## config.mk

```make
export PLATFORM = sky130hd
export DESIGN_NAME = cpd_top
export DESIGN_NICKNAME = d
export VERILOG_FILES = /design/src/logic/cpd_pkg.sv /design/src/logic/cpd_tx_hold.sv /design/src/logic/cpd_top.sv
export VERILOG_INCLUDE_DIRS = /design/src /design/src/logic
export SDC_FILE = /design/constraint.sdc
export NUM_CORES = 1
export LEC_CHECK = 0
export ABC_CLOCK_PERIOD_IN_PS = 1500
export BUFFER_PORTS_ARGS = -buffer_cell sky130_fd_sc_hd__buf_2
export CAP_MARGIN = 20
export CORE_UTILIZATION = 50
export CTS_CLUSTER_SIZE = 14
export DETAILED_ROUTE_END_ITERATION = 16
export PLACE_DENSITY_LB_ADDON = 0.2
export SETUP_SLACK_MARGIN = 0.3
export SYNTH_ARGS = -nofsm -noshare
export SYNTH_HDL_FRONTEND = slang
export SYNTH_HIERARCHICAL = 1
export SYNTH_SLANG_ARGS = --single-unit
```

## constraint.sdc

```tcl
create_clock -name clk -period 1.5 [get_ports clk]
set_input_delay 0.15 -clock clk [delete_from_list [all_inputs] [get_ports clk]]
set_output_delay 0.15 -clock clk [all_outputs]
set_load 0.05 [all_outputs]
```

## src/logic/cpd_defines.svh

```systemverilog
// Offsets, field positions, masks and reset values of the clock and power-down control bank
`ifndef CPD_DEFINES_SVH
`define CPD_DEFINES_SVH

// ------------------------------------------------------------
// Register offsets
// ------------------------------------------------------------
`define CPD_ADDR_GENERAL 8'h00
`define CPD_ADDR_CLK_MODE 8'h01
`define CPD_ADDR_TX_PLL_PD 8'h02
`define CPD_ADDR_RX_PD_LO 8'h03
`define CPD_ADDR_RX_PD_HI 8'h04
`define CPD_ADDR_RX_BIAS_PD 8'h05

// ------------------------------------------------------------
// Reset value and implemented-bit masks
// ------------------------------------------------------------
`define CPD_REG_RESET 8'h00
`define CPD_GENERAL_MASK 8'hc0
`define CPD_CLK_MODE_MASK 8'he6
`define CPD_TX_PLL_PD_MASK 8'hfe
`define CPD_RX_CH_MASK 8'hc0
`define CPD_RX_BIAS_MASK 8'h80

// ------------------------------------------------------------
// General register
// ------------------------------------------------------------
`define CPD_BIT_SOFT_RESET 5

// ------------------------------------------------------------
// Clock mode register
// ------------------------------------------------------------
`define CPD_CLK_MODE_MSB 7
`define CPD_CLK_MODE_LSB 5
`define CPD_CLK_MODE_STANDARD 3'h0
`define CPD_CLK_MODE_CLONE 3'h7
`define CPD_BIT_AUXB_CLKOUT 2
`define CPD_BIT_AUXC_INVERT 1

// ------------------------------------------------------------
// Transmit and PLL power-down register
// ------------------------------------------------------------
`define CPD_TXPD_MSB 7
`define CPD_TXPD_LSB 5
`define CPD_TXPD_A_ONLY 3'h4
`define CPD_TXPD_B_ONLY 3'h2
`define CPD_TXPD_BOTH 3'h7
`define CPD_BIT_TX_DIGITAL 4
`define CPD_BIT_RX_DIGITAL 3
`define CPD_BIT_PLL_PD 2
`define CPD_BIT_PLL_DISCONNECT 1

// ------------------------------------------------------------
// Receive channel and bias power-down registers
// ------------------------------------------------------------
`define CPD_BIT_RX_ANALOG 7
`define CPD_BIT_RX_DC_BIAS 6
`define CPD_BIT_RX_BIAS_ALL 7

`endif

```

## src/logic/cpd_pkg.sv

```systemverilog
// Types shared by the clock and power-down control bank
`default_nettype none

package cpd_pkg;

   // ------------------------------------------------------------
   // Interface clock controls
   // ------------------------------------------------------------
   typedef struct packed {
      logic cloneTiming;
      logic auxBClockOutEnable;
      logic auxBClockInvert;
      logic auxCClockInvert;
   } cpd_clk_ctrl_type;

   // ------------------------------------------------------------
   // Transmit power controls
   // ------------------------------------------------------------
   typedef struct packed {
      logic channelAOff;
      logic channelBOff;
      logic supportOff;
      logic biasPowered;
      logic digitalClockStop;
   } cpd_tx_power_type;

   // ------------------------------------------------------------
   // Receive power controls
   // ------------------------------------------------------------
   typedef struct packed {
      logic chAAnalogOff;
      logic chADcBiasOff;
      logic chBAnalogOff;
      logic chBDcBiasOff;
      logic biasCircuitsOff;
      logic diffRefBufferOff;
      logic bandgapPowered;
      logic digitalOff;
   } cpd_rx_power_type;

   // ------------------------------------------------------------
   // PLL controls
   // ------------------------------------------------------------
   typedef struct packed {
      logic multiplierOff;
      logic outputDisconnect;
      logic bypassed;
      logic relock;
   } cpd_pll_ctrl_type;

endpackage

`default_nettype wire

```

## src/logic/cpd_tx_hold.sv

```systemverilog
// Transmit sample holder: freezes the transmit word while the digital section is unclocked
`timescale 1ns/1ps
`default_nettype none

module cpd_tx_hold #(
   parameter int WIDTH = 12
) (
   input wire logic clk, // System clock
   input wire logic rst, // Asynchronous reset, active high
   input wire logic clkEn, // Freezes all state while low
   input wire logic hold, // Digital section unclocked
   input wire logic [WIDTH-1:0] dataIn, // New transmit word
   output logic [WIDTH-1:0] dataOut // Held transmit word
);

   // Update only while clocked, so the last word stays on the output when stopped
   always_ff @(posedge clk or posedge rst) begin
      if (rst) begin
         dataOut <= '0;
      end else if (clkEn && !hold) begin
         dataOut <= dataIn;
      end
   end

endmodule

`default_nettype wire

```

## src/logic/cpd_top.sv

```systemverilog
// Clock mode and power-down control bank with its decoded control outputs
`timescale 1ns/1ps
`default_nettype none
`include "cpd_defines.svh"

module cpd_top #(
   parameter int TX_WIDTH = 12
) (
   input wire logic clk, // System clock, 100 MHz
   input wire logic rst, // Asynchronous reset, active high
   input wire logic clkEn, // Freezes all state while low
   input wire logic regWrite, // Register write strobe from serial port
   input wire logic regRead, // Register read strobe from serial port
   input wire logic [7:0] regAddr, // Register offset
   input wire logic [7:0] regWriteData, // Write data
   output logic [7:0] regReadData, // Read data, registered
   input wire logic fullDuplex, // Interface runs full duplex
   input wire logic txPathUsed, // Configuration uses the Tx digital path
   input wire logic rxPathUsed, // Configuration uses the Rx digital path
   input wire logic ifaceClock, // Interface clock level from timing logic
   input wire logic auxPinBIn, // Auxiliary pin B input level
   output logic auxPinBOut, // Auxiliary pin B output level
   output logic auxPinBOe, // Auxiliary pin B output enable
   output logic auxPinBData, // Synchronised pin B input
   output logic auxPinCOut, // Auxiliary pin C clock output
   input wire logic [TX_WIDTH-1:0] txDataA, // Tx channel A word
   input wire logic [TX_WIDTH-1:0] txDataB, // Tx channel B word
   output logic [TX_WIDTH-1:0] txHeldA, // Tx channel A word to converter
   output logic [TX_WIDTH-1:0] txHeldB, // Tx channel B word to converter
   output cpd_pkg::cpd_clk_ctrl_type clkCtrl, // Interface clock controls
   output cpd_pkg::cpd_tx_power_type txPower, // Tx power controls
   output cpd_pkg::cpd_rx_power_type rxPower, // Rx power controls
   output cpd_pkg::cpd_pll_ctrl_type pllCtrl // PLL controls
);

   // ------------------------------------------------------------
   // Register storage
   // ------------------------------------------------------------
   logic [7:0] generalCfg;
   logic [7:0] interfaceClockMode;
   logic [7:0] txAndPllPowerDown;
   logic [7:0] rxChannelPowerDownLo;
   logic [7:0] rxChannelPowerDownHi;
   logic [7:0] rxBiasPowerDown;
   logic softResetHit;
   logic [2:0] txPattern;
   logic [2:0] clockModeField;
   logic pinBSync1;
   logic pinBSync2;
   cpd_pkg::cpd_clk_ctrl_type next_clkCtrl;
   cpd_pkg::cpd_tx_power_type next_txPower;
   cpd_pkg::cpd_rx_power_type next_rxPower;
   cpd_pkg::cpd_pll_ctrl_type next_pllCtrl;

   // Address match used by write decode and the soft reset strobe
   function automatic logic hitAddr(input logic [7:0] addr, input logic [7:0] offset);
      hitAddr = (addr == offset);
   endfunction

   // Soft reset is a one-shot: it acts on the write itself and is never stored
   assign softResetHit = regWrite && hitAddr(regAddr, `CPD_ADDR_GENERAL)
                         && regWriteData[`CPD_BIT_SOFT_RESET];

   // ------------------------------------------------------------
   // Register writes
   // ------------------------------------------------------------
   // Unimplemented bits are masked at write, so they always read back as zero
   always_ff @(posedge clk or posedge rst) begin
      if (rst) begin
         generalCfg <= `CPD_REG_RESET;
         interfaceClockMode <= `CPD_REG_RESET;
         txAndPllPowerDown <= `CPD_REG_RESET;
         rxChannelPowerDownLo <= `CPD_REG_RESET;
         rxChannelPowerDownHi <= `CPD_REG_RESET;
         rxBiasPowerDown <= `CPD_REG_RESET;
      end else if (clkEn) begin
         if (softResetHit) begin
            generalCfg <= `CPD_REG_RESET;
            interfaceClockMode <= `CPD_REG_RESET;
            txAndPllPowerDown <= `CPD_REG_RESET;
            rxChannelPowerDownLo <= `CPD_REG_RESET;
            rxChannelPowerDownHi <= `CPD_REG_RESET;
            rxBiasPowerDown <= `CPD_REG_RESET;
         end else if (regWrite) begin
            if (hitAddr(regAddr, `CPD_ADDR_GENERAL)) begin
               generalCfg <= regWriteData & `CPD_GENERAL_MASK;
            end
            if (hitAddr(regAddr, `CPD_ADDR_CLK_MODE)) begin
               interfaceClockMode <= regWriteData & `CPD_CLK_MODE_MASK;
            end
            if (hitAddr(regAddr, `CPD_ADDR_TX_PLL_PD)) begin
               txAndPllPowerDown <= regWriteData & `CPD_TX_PLL_PD_MASK;
            end
            if (hitAddr(regAddr, `CPD_ADDR_RX_PD_LO)) begin
               rxChannelPowerDownLo <= regWriteData & `CPD_RX_CH_MASK;
            end
            if (hitAddr(regAddr, `CPD_ADDR_RX_PD_HI)) begin
               rxChannelPowerDownHi <= regWriteData & `CPD_RX_CH_MASK;
            end
            if (hitAddr(regAddr, `CPD_ADDR_RX_BIAS_PD)) begin
               rxBiasPowerDown <= regWriteData & `CPD_RX_BIAS_MASK;
            end
         end
      end
   end

   // ------------------------------------------------------------
   // Register reads
   // ------------------------------------------------------------
   // Unmapped offsets read as zero; soft reset bit always reads zero
   always_ff @(posedge clk or posedge rst) begin
      if (rst) begin
         regReadData <= `CPD_REG_RESET;
      end else if (clkEn && regRead) begin
         case (regAddr)
            `CPD_ADDR_GENERAL: regReadData <= generalCfg;
            `CPD_ADDR_CLK_MODE: regReadData <= interfaceClockMode;
            `CPD_ADDR_TX_PLL_PD: regReadData <= txAndPllPowerDown;
            `CPD_ADDR_RX_PD_LO: regReadData <= rxChannelPowerDownLo;
            `CPD_ADDR_RX_PD_HI: regReadData <= rxChannelPowerDownHi;
            `CPD_ADDR_RX_BIAS_PD: regReadData <= rxBiasPowerDown;
            default: regReadData <= `CPD_REG_RESET;
         endcase
      end
   end

   // ------------------------------------------------------------
   // Control decode
   // ------------------------------------------------------------
   assign clockModeField = interfaceClockMode[`CPD_CLK_MODE_MSB:`CPD_CLK_MODE_LSB];
   assign txPattern = txAndPllPowerDown[`CPD_TXPD_MSB:`CPD_TXPD_LSB];

   // Patterns other than the three documented ones leave both outputs running
   always_comb begin
      next_clkCtrl.cloneTiming = (clockModeField == `CPD_CLK_MODE_CLONE);
      next_clkCtrl.auxBClockOutEnable = interfaceClockMode[`CPD_BIT_AUXB_CLKOUT];
      next_clkCtrl.auxBClockInvert = interfaceClockMode[`CPD_BIT_AUXB_CLKOUT]
                                     && fullDuplex;
      next_clkCtrl.auxCClockInvert = interfaceClockMode[`CPD_BIT_AUXC_INVERT];
      next_txPower.channelAOff = (txPattern == `CPD_TXPD_A_ONLY)
                                 || (txPattern == `CPD_TXPD_BOTH);
      next_txPower.channelBOff = (txPattern == `CPD_TXPD_B_ONLY)
                                 || (txPattern == `CPD_TXPD_BOTH);
      next_txPower.supportOff = (txPattern == `CPD_TXPD_BOTH);
      next_txPower.biasPowered = 1'b1;
      next_txPower.digitalClockStop = txAndPllPowerDown[`CPD_BIT_TX_DIGITAL]
                                      || !txPathUsed;
      next_rxPower.chAAnalogOff = rxChannelPowerDownLo[`CPD_BIT_RX_ANALOG];
      next_rxPower.chADcBiasOff = rxChannelPowerDownLo[`CPD_BIT_RX_DC_BIAS];
      next_rxPower.chBAnalogOff = rxChannelPowerDownHi[`CPD_BIT_RX_ANALOG];
      next_rxPower.chBDcBiasOff = rxChannelPowerDownHi[`CPD_BIT_RX_DC_BIAS];
      next_rxPower.biasCircuitsOff = rxBiasPowerDown[`CPD_BIT_RX_BIAS_ALL];
      next_rxPower.diffRefBufferOff = rxBiasPowerDown[`CPD_BIT_RX_BIAS_ALL];
      next_rxPower.bandgapPowered = 1'b1;
      next_rxPower.digitalOff = txAndPllPowerDown[`CPD_BIT_RX_DIGITAL]
                                || !rxPathUsed;
      next_pllCtrl.multiplierOff = txAndPllPowerDown[`CPD_BIT_PLL_PD];
      next_pllCtrl.bypassed = txAndPllPowerDown[`CPD_BIT_PLL_PD];
      // Disconnect only steers the clock path; lock logic keeps running
      next_pllCtrl.outputDisconnect = txAndPllPowerDown[`CPD_BIT_PLL_DISCONNECT];
      next_pllCtrl.relock = softResetHit;
   end

   // ------------------------------------------------------------
   // Registered control outputs
   // ------------------------------------------------------------
   // One cycle of latency buys glitch-free analog control lines
   always_ff @(posedge clk or posedge rst) begin
      if (rst) begin
         clkCtrl <= '0;
         txPower <= '0;
         rxPower <= '0;
         pllCtrl <= '0;
      end else if (clkEn) begin
         clkCtrl <= next_clkCtrl;
         txPower <= next_txPower;
         rxPower <= next_rxPower;
         pllCtrl <= next_pllCtrl;
      end
   end

   // ------------------------------------------------------------
   // Auxiliary interface pins
   // ------------------------------------------------------------
   // Pin input comes from outside, so two flops before anything reads it
   always_ff @(posedge clk or posedge rst) begin
      if (rst) begin
         pinBSync1 <= 1'b0;
         pinBSync2 <= 1'b0;
      end else if (clkEn) begin
         pinBSync1 <= auxPinBIn;
         pinBSync2 <= pinBSync1;
      end
   end

   // Clock path: the pins follow the interface clock with no flop in between
   assign auxPinBData = pinBSync2;
   assign auxPinBOe = clkCtrl.auxBClockOutEnable;
   assign auxPinBOut = clkCtrl.auxBClockOutEnable
                       && (ifaceClock ^ clkCtrl.auxBClockInvert);
   assign auxPinCOut = ifaceClock ^ clkCtrl.auxCClockInvert;

   // ------------------------------------------------------------
   // Transmit hold
   // ------------------------------------------------------------
   cpd_tx_hold #(.WIDTH(TX_WIDTH)) holdA (
      .clk(clk),
      .rst(rst),
      .clkEn(clkEn),
      .hold(txPower.digitalClockStop),
      .dataIn(txDataA),
      .dataOut(txHeldA)
   );

   cpd_tx_hold #(.WIDTH(TX_WIDTH)) holdB (
      .clk(clk),
      .rst(rst),
      .clkEn(clkEn),
      .hold(txPower.digitalClockStop),
      .dataIn(txDataB),
      .dataOut(txHeldB)
   );

   // ------------------------------------------------------------
   // Checks
   // ------------------------------------------------------------
   // Decoded outputs lag the registers by one edge, so checks against a register
   // skip the edge after it moves and any edge that follows a frozen cycle
   AST_CLONE: assert property (@(posedge clk) disable iff (rst)
      clkEn |=> clkCtrl.cloneTiming == ($past(clockModeField) == `CPD_CLK_MODE_CLONE))
      else $error("clone timing does not follow clock mode field");
   AST_PINB_OE: assert property (@(posedge clk) disable iff (rst)
      auxPinBOe == interfaceClockMode[`CPD_BIT_AUXB_CLKOUT] || !$stable(interfaceClockMode)
      || !$past(clkEn))
      else $error("pin B enable does not follow clock mode bit 2");
   AST_PINB_INV: assert property (@(posedge clk) disable iff (rst)
      clkCtrl.auxBClockInvert |-> clkCtrl.auxBClockOutEnable)
      else $error("pin B inverted while not enabled");
   AST_PINC: assert property (@(posedge clk) disable iff (rst)
      ($past(clkEn) && $stable(interfaceClockMode))
      |-> auxPinCOut == (ifaceClock ^ interfaceClockMode[`CPD_BIT_AUXC_INVERT]))
      else $error("pin C clock polarity wrong");
   AST_TX_DECODE: assert property (@(posedge clk) disable iff (rst)
      (clkEn && txPattern == `CPD_TXPD_A_ONLY) |=> (txPower.channelAOff && !txPower.channelBOff))
      else $error("Tx A only pattern misdecoded");
   AST_TX_BOTH: assert property (@(posedge clk) disable iff (rst)
      txPower.supportOff |-> (txPower.channelAOff && txPower.channelBOff))
      else $error("support off without both Tx outputs off");
   // The outputs still show their reset zeros on the first edge after release
   AST_BIAS_ON: assert property (@(posedge clk) disable iff (rst)
      (!rst && !$past(rst)) |-> (txPower.biasPowered && rxPower.bandgapPowered))
      else $error("bias or bandgap dropped");
   AST_TX_HOLD: assert property (@(posedge clk) disable iff (rst)
      (txPower.digitalClockStop && $past(txPower.digitalClockStop)) |-> $stable(txHeldA))
      else $error("Tx word moved while unclocked");
   AST_SOFT_RESET: assert property (@(posedge clk) disable iff (rst)
      (clkEn && softResetHit) |=> (interfaceClockMode == `CPD_REG_RESET
      && txAndPllPowerDown == `CPD_REG_RESET && rxBiasPowerDown == `CPD_REG_RESET
      && !generalCfg[`CPD_BIT_SOFT_RESET]))
      else $error("soft reset did not restore defaults");
   AST_RELOCK: assert property (@(posedge clk) disable iff (rst)
      pllCtrl.relock |=> !pllCtrl.relock || $past(softResetHit))
      else $error("relock not a pulse");
   AST_PLL: assert property (@(posedge clk) disable iff (rst)
      ($past(clkEn) && $stable(txAndPllPowerDown))
      |-> (pllCtrl.multiplierOff == txAndPllPowerDown[`CPD_BIT_PLL_PD]
      && pllCtrl.bypassed == txAndPllPowerDown[`CPD_BIT_PLL_PD]))
      else $error("PLL bypass disagrees with power-down");
   AST_RX_BIAS: assert property (@(posedge clk) disable iff (rst)
      (clkEn && rxBiasPowerDown[`CPD_BIT_RX_BIAS_ALL]) |=> rxPower.diffRefBufferOff)
      else $error("Rx bias power-down not applied");

   // Main scenarios that the bench is expected to reach
   COV_CLONE: cover property (@(posedge clk) disable iff (rst) clkCtrl.cloneTiming);
   COV_PINB_INV: cover property (@(posedge clk) disable iff (rst)
      clkCtrl.auxBClockInvert);
   COV_TX_BOTH: cover property (@(posedge clk) disable iff (rst) txPower.supportOff);
   COV_HOLD: cover property (@(posedge clk) disable iff (rst)
      txPower.digitalClockStop [*3]);
   COV_SOFT_RESET: cover property (@(posedge clk) disable iff (rst) pllCtrl.relock);

endmodule

`default_nettype wire

```

==> out/results.tsv <==
stage	metric	value	unit
worst_setup_path	crit path launch type	flop	
power_and_ir_drop	Switching Fraction	0.332	
drt	Avg WL per Cell	16.6	um
power_and_ir_drop	Pleak	2.24	nW
die	initial core utilization	0.533	
synthesis	XOR/XNOR share of the synthesized area	0.0109	
worst_setup_path	CP arrival	1.66	ns
grt	GR Util All Layers	0.237	
synthesis	complex-gate fraction of the synthesized area	0.0996	
synthesis	fraction of registers with async set/reset	1.00	
sta	Min Clock Period, post-route	1.43	ns
placed_design	hpwl dp	5.32	mm
clocking	clock slew at the register clock pins of the worst setup and hold paths	0.08	ns
sta	Peak Freq	698	MHz
drt	vias per std cell	5.29	
worst_setup_path	Slowest-stage cell, CP	mux4_2	
synthesis	syn nets	293	
power_and_ir_drop	Power Dens Cells	1160	nW/um2
synthesis	warnings from Yosys	6	
placed_design	Buffers on Ports	104	
synthesis	Cell Area, Synth	3230	um2
clocking	clk buf depth	2	
sta	Hold Violations, Final	0	
worst_setup_path	critical path type	reg2reg	
worst_setup_path	Slowest Stage Delay on Critical Path	0.49	ns
sta	skew final	0.00902	ns
clocking	Skew-Pair Late Insertion Delay	0.34	ns
worst_setup_path	Max Fanout on Critical Path	2	
synthesis	adder-cell share of the synthesized area	0	
clocking	CTS tree	done	
power_and_ir_drop	power share of the sequential group	0.413	
synthesis	sequential area share after synthesis	0.543	
sta	Final setup viols	0	
final_layout	Syn-to-layout area delta	40.9	%
worst_setup_path	CP Capture Type	flop	
synthesis	Yosys reg bits	70	
worst_setup_path	CP required	1.73	ns
run_status	status	finished, final reports clean	
grt	Congestion Overflow GR	0	
grt	first-pass GRT wire length	11.7	mm
synthesis	Post-Synth Simple-Gate Area	0.116	
synthesis	mean area per synthesized cell	13.3	um2
power_and_ir_drop	Pint	0.00351	W
worst_hold_path	Hold Crit Class	in2reg	
clocking	Sink Count	70	
final_layout	Antenna Cells	0	
final_layout	layout cells sized above 1	0.596	
synthesis	Synth top area share	0.543	
clocking	cts bufs inserted	9	
drt	drt drc	0	
drt	DRT iter0 DRCs	113	
sta	setup TNS	0	ns
synthesis	most common cell in the netlist	dfrtp_1	
power_and_ir_drop	Max IR drop VDD	0.000809	V
worst_setup_path	crit-path most repeated cell	a22o_1	
power_and_ir_drop	power share of the combinational group	0.273	
drt	routed vias	2453	
synthesis	cells after synthesis	243	
placed_design	pre-CTS setup slack	-0.347	ns
final_layout	final net count	434	
drt	Final ANT Viol Nets	0	
synthesis	post-synthesis mux area share	0.170	
clocking	htree depth	3	
power_and_ir_drop	Clk pwr share	0.314	
synthesis	Synth area leaders	dfrtp_1 54%, mux2_4 9.3%, mux2_2 6.3%	
synthesis	largest family of logic cells by synthesized area	multiplexers	
flow_run	max_cap viols	0	
die	full die area	6780	um2
grt	largest net degree at the start of global routing	33	
synthesis	top post-synthesis cells by count	70 x dfrtp_1, 20 x mux2_4, 18 x inv_1, 18 x mux2_2	
clocking	CTS Root Cell	clkbuf_8	
power_and_ir_drop	Net Switching	0.00175	W
grt	initial antenna violation count	0	
drt	Pre-antenna DRT Iters	4	
synthesis	top cell type by total area after synthesis	dfrtp_1	
grt	vias in the first global route	2458	
die	die width	82.4	um
synthesis	synth unique cells	49	
worst_setup_path	critical path, cell by cell	mux4_2 -> a22o_1 -> a22o_1	
synthesis	EDFF count, synth	0	
die	Core Region	6060	um2
placed_design	Final GP Congestion	0.827	
die	Rows	28	
sta	setup slack after layout	0.0673	ns
synthesis	Post-synth top flop	dfrtp_1	
drt	drt total wl	7.72	mm
sta	RSZ-0062 raised after global routing	true	
die	Die Y	82.4	um
die	I/O Pins	107	
sta	Max Transition Viols Final	0	
sta	part of the cycle the worst path needs	0.955	
[repair_timing]
action | CTS | global route
setup endpoints to repair | 37 | 48
setup buffers | 7 | 5
gates cloned | 1 | 0
hold endpoints to repair | 40 | 0
hold buffers | 3 | 0
gates resized for setup | 23 | 11
pin swaps | 27 | 4
[routing by layer]
metal	global-route usage	vias to the layer above	part of all wire
met3	0.0495	11	0.066
met4	0.0965	0	0.013
met1	0.307	1201	0.45
met2	0.389	98	0.47
met5	0	-	0
li1	-	1143	-
[through the flow]
| stage | hold slack (ns) | cells | util | power, W | area, um2 |
|---|---|---|---|---|---|
| after global placement | 0.177 | 432 | 0.666 | 0.00353 | 4040 |
| after global routing | 0.0333 | 464 | 0.750 | 0.00547 | 4550 |
| after detailed placement | 0.183 | 432 | 0.666 | 0.00355 | 4040 |
| after floorplan | 0.0147 | 243 | - | 0.00320 | 3310 |
| after CTS | 0.0266 | 459 | 0.738 | 0.00526 | 4470 |
| final | 0.0371 | 464 | 0.750 | 0.00526 | 4550 |
[logic make-up (layout without fill, tap and decap cells)]
logic type,count (synthesis),in the layout
AO/OA/AOI/OAI,42,42
XOR/XNOR,4,4
buffers and inverters,35,181
flip-flops,70,70
multiplexers,40,40
other,1,1
AND/OR/NAND/NOR,51,51
[final timing paths]
path,cells after the start,slack [ns],end,from
max in group asynchronous,4,0.63,txPower[0],rst
max reg2reg,3,0.07,regReadData[7],txAndPllPowerDown[7]
min reg2reg,2,0.49,regReadData[2],regReadData[2]
min in group asynchronous,3,0.39,regReadData[7],rst
max,3,0.07,regReadData[7],txAndPllPowerDown[7]
min,2,0.04,pinBSync1,auxPinBIn
[cell usage in the layout, fill, tap and decap left out, drive strengths merged, types with 2 or more instances in the layout]
cell / synthesis / routed
a21oi: 2 / 2
a22o: 15 / 15
a22oi: 3 / 3
a31oi: 2 / 2
and2: 2 / 2
buf: 12 / 143
bufinv: 0 / 2
clkbuf: 5 / 11
clkinv: 0 / 2
clkinvlp: 0 / 2
dfrtp: 70 / 70
dlygate4sd3: 0 / 3
inv: 18 / 18
mux2: 38 / 38
mux4: 2 / 2
nand2: 15 / 15
nand2b: 3 / 3
nand3: 6 / 6
nand4b: 2 / 2
nor2: 5 / 5
nor2b: 2 / 2
nor3: 3 / 3
nor4: 7 / 7
o21ai: 8 / 8
o22ai: 3 / 3
or2: 2 / 2
xor2: 3 / 3
[sequential cells by signal, summed over array words and instances, names as in the netlist]
signal and count:
rxBiasPowerDown 1, auxPinBOe 1, pinBSync1 1, txPower 4, auxPinBData 1, txAndPllPowerDown 7, rxChannelPowerDownLo 2, rxChannelPowerDownHi 2
holdA/dataOut 12, generalCfg 2, regReadData 7, clkCtrl 3, interfaceClockMode 5, rxPower 7, holdB/dataOut 12, pllCtrl 3
[worst max-delay path: cells and delay by family, from the launching register on]
kind               cells  cell delay [ns]
muxes                  1             0.49
AOI/OAI and AO/OA      2             0.43
DFF                    1             0.41
[power groups by stage]
| stage | combinational [W] | sequential, W | clock, W |
|---|---|---|---|
| after floorplan | 0.000436 | 0.00276 | 0 |
| after global placement | 0.00134 | 0.00220 | 0 |
| after detailed placement | 0.00135 | 0.00221 | 0 |
| after CTS | 0.00141 | 0.00217 | 0.00168 |
| after global routing | 0.00152 | 0.00219 | 0.00176 |
| final | 0.00143 | 0.00217 | 0.00165 |
[layout make-up]
class                           instances  area (um2)
Sequential cell                        70        1760
Fill cell                             417        1510
Multi-Input combinational cell        138        1430
Timing Repair Buffer                  147         986
Clock buffer                           10         128
Tap cell                               75        93.8
Clock inverter                          6        86.3
Inverter                               18        71.3
Note: power is estimated with default switching activity, not from simulation.
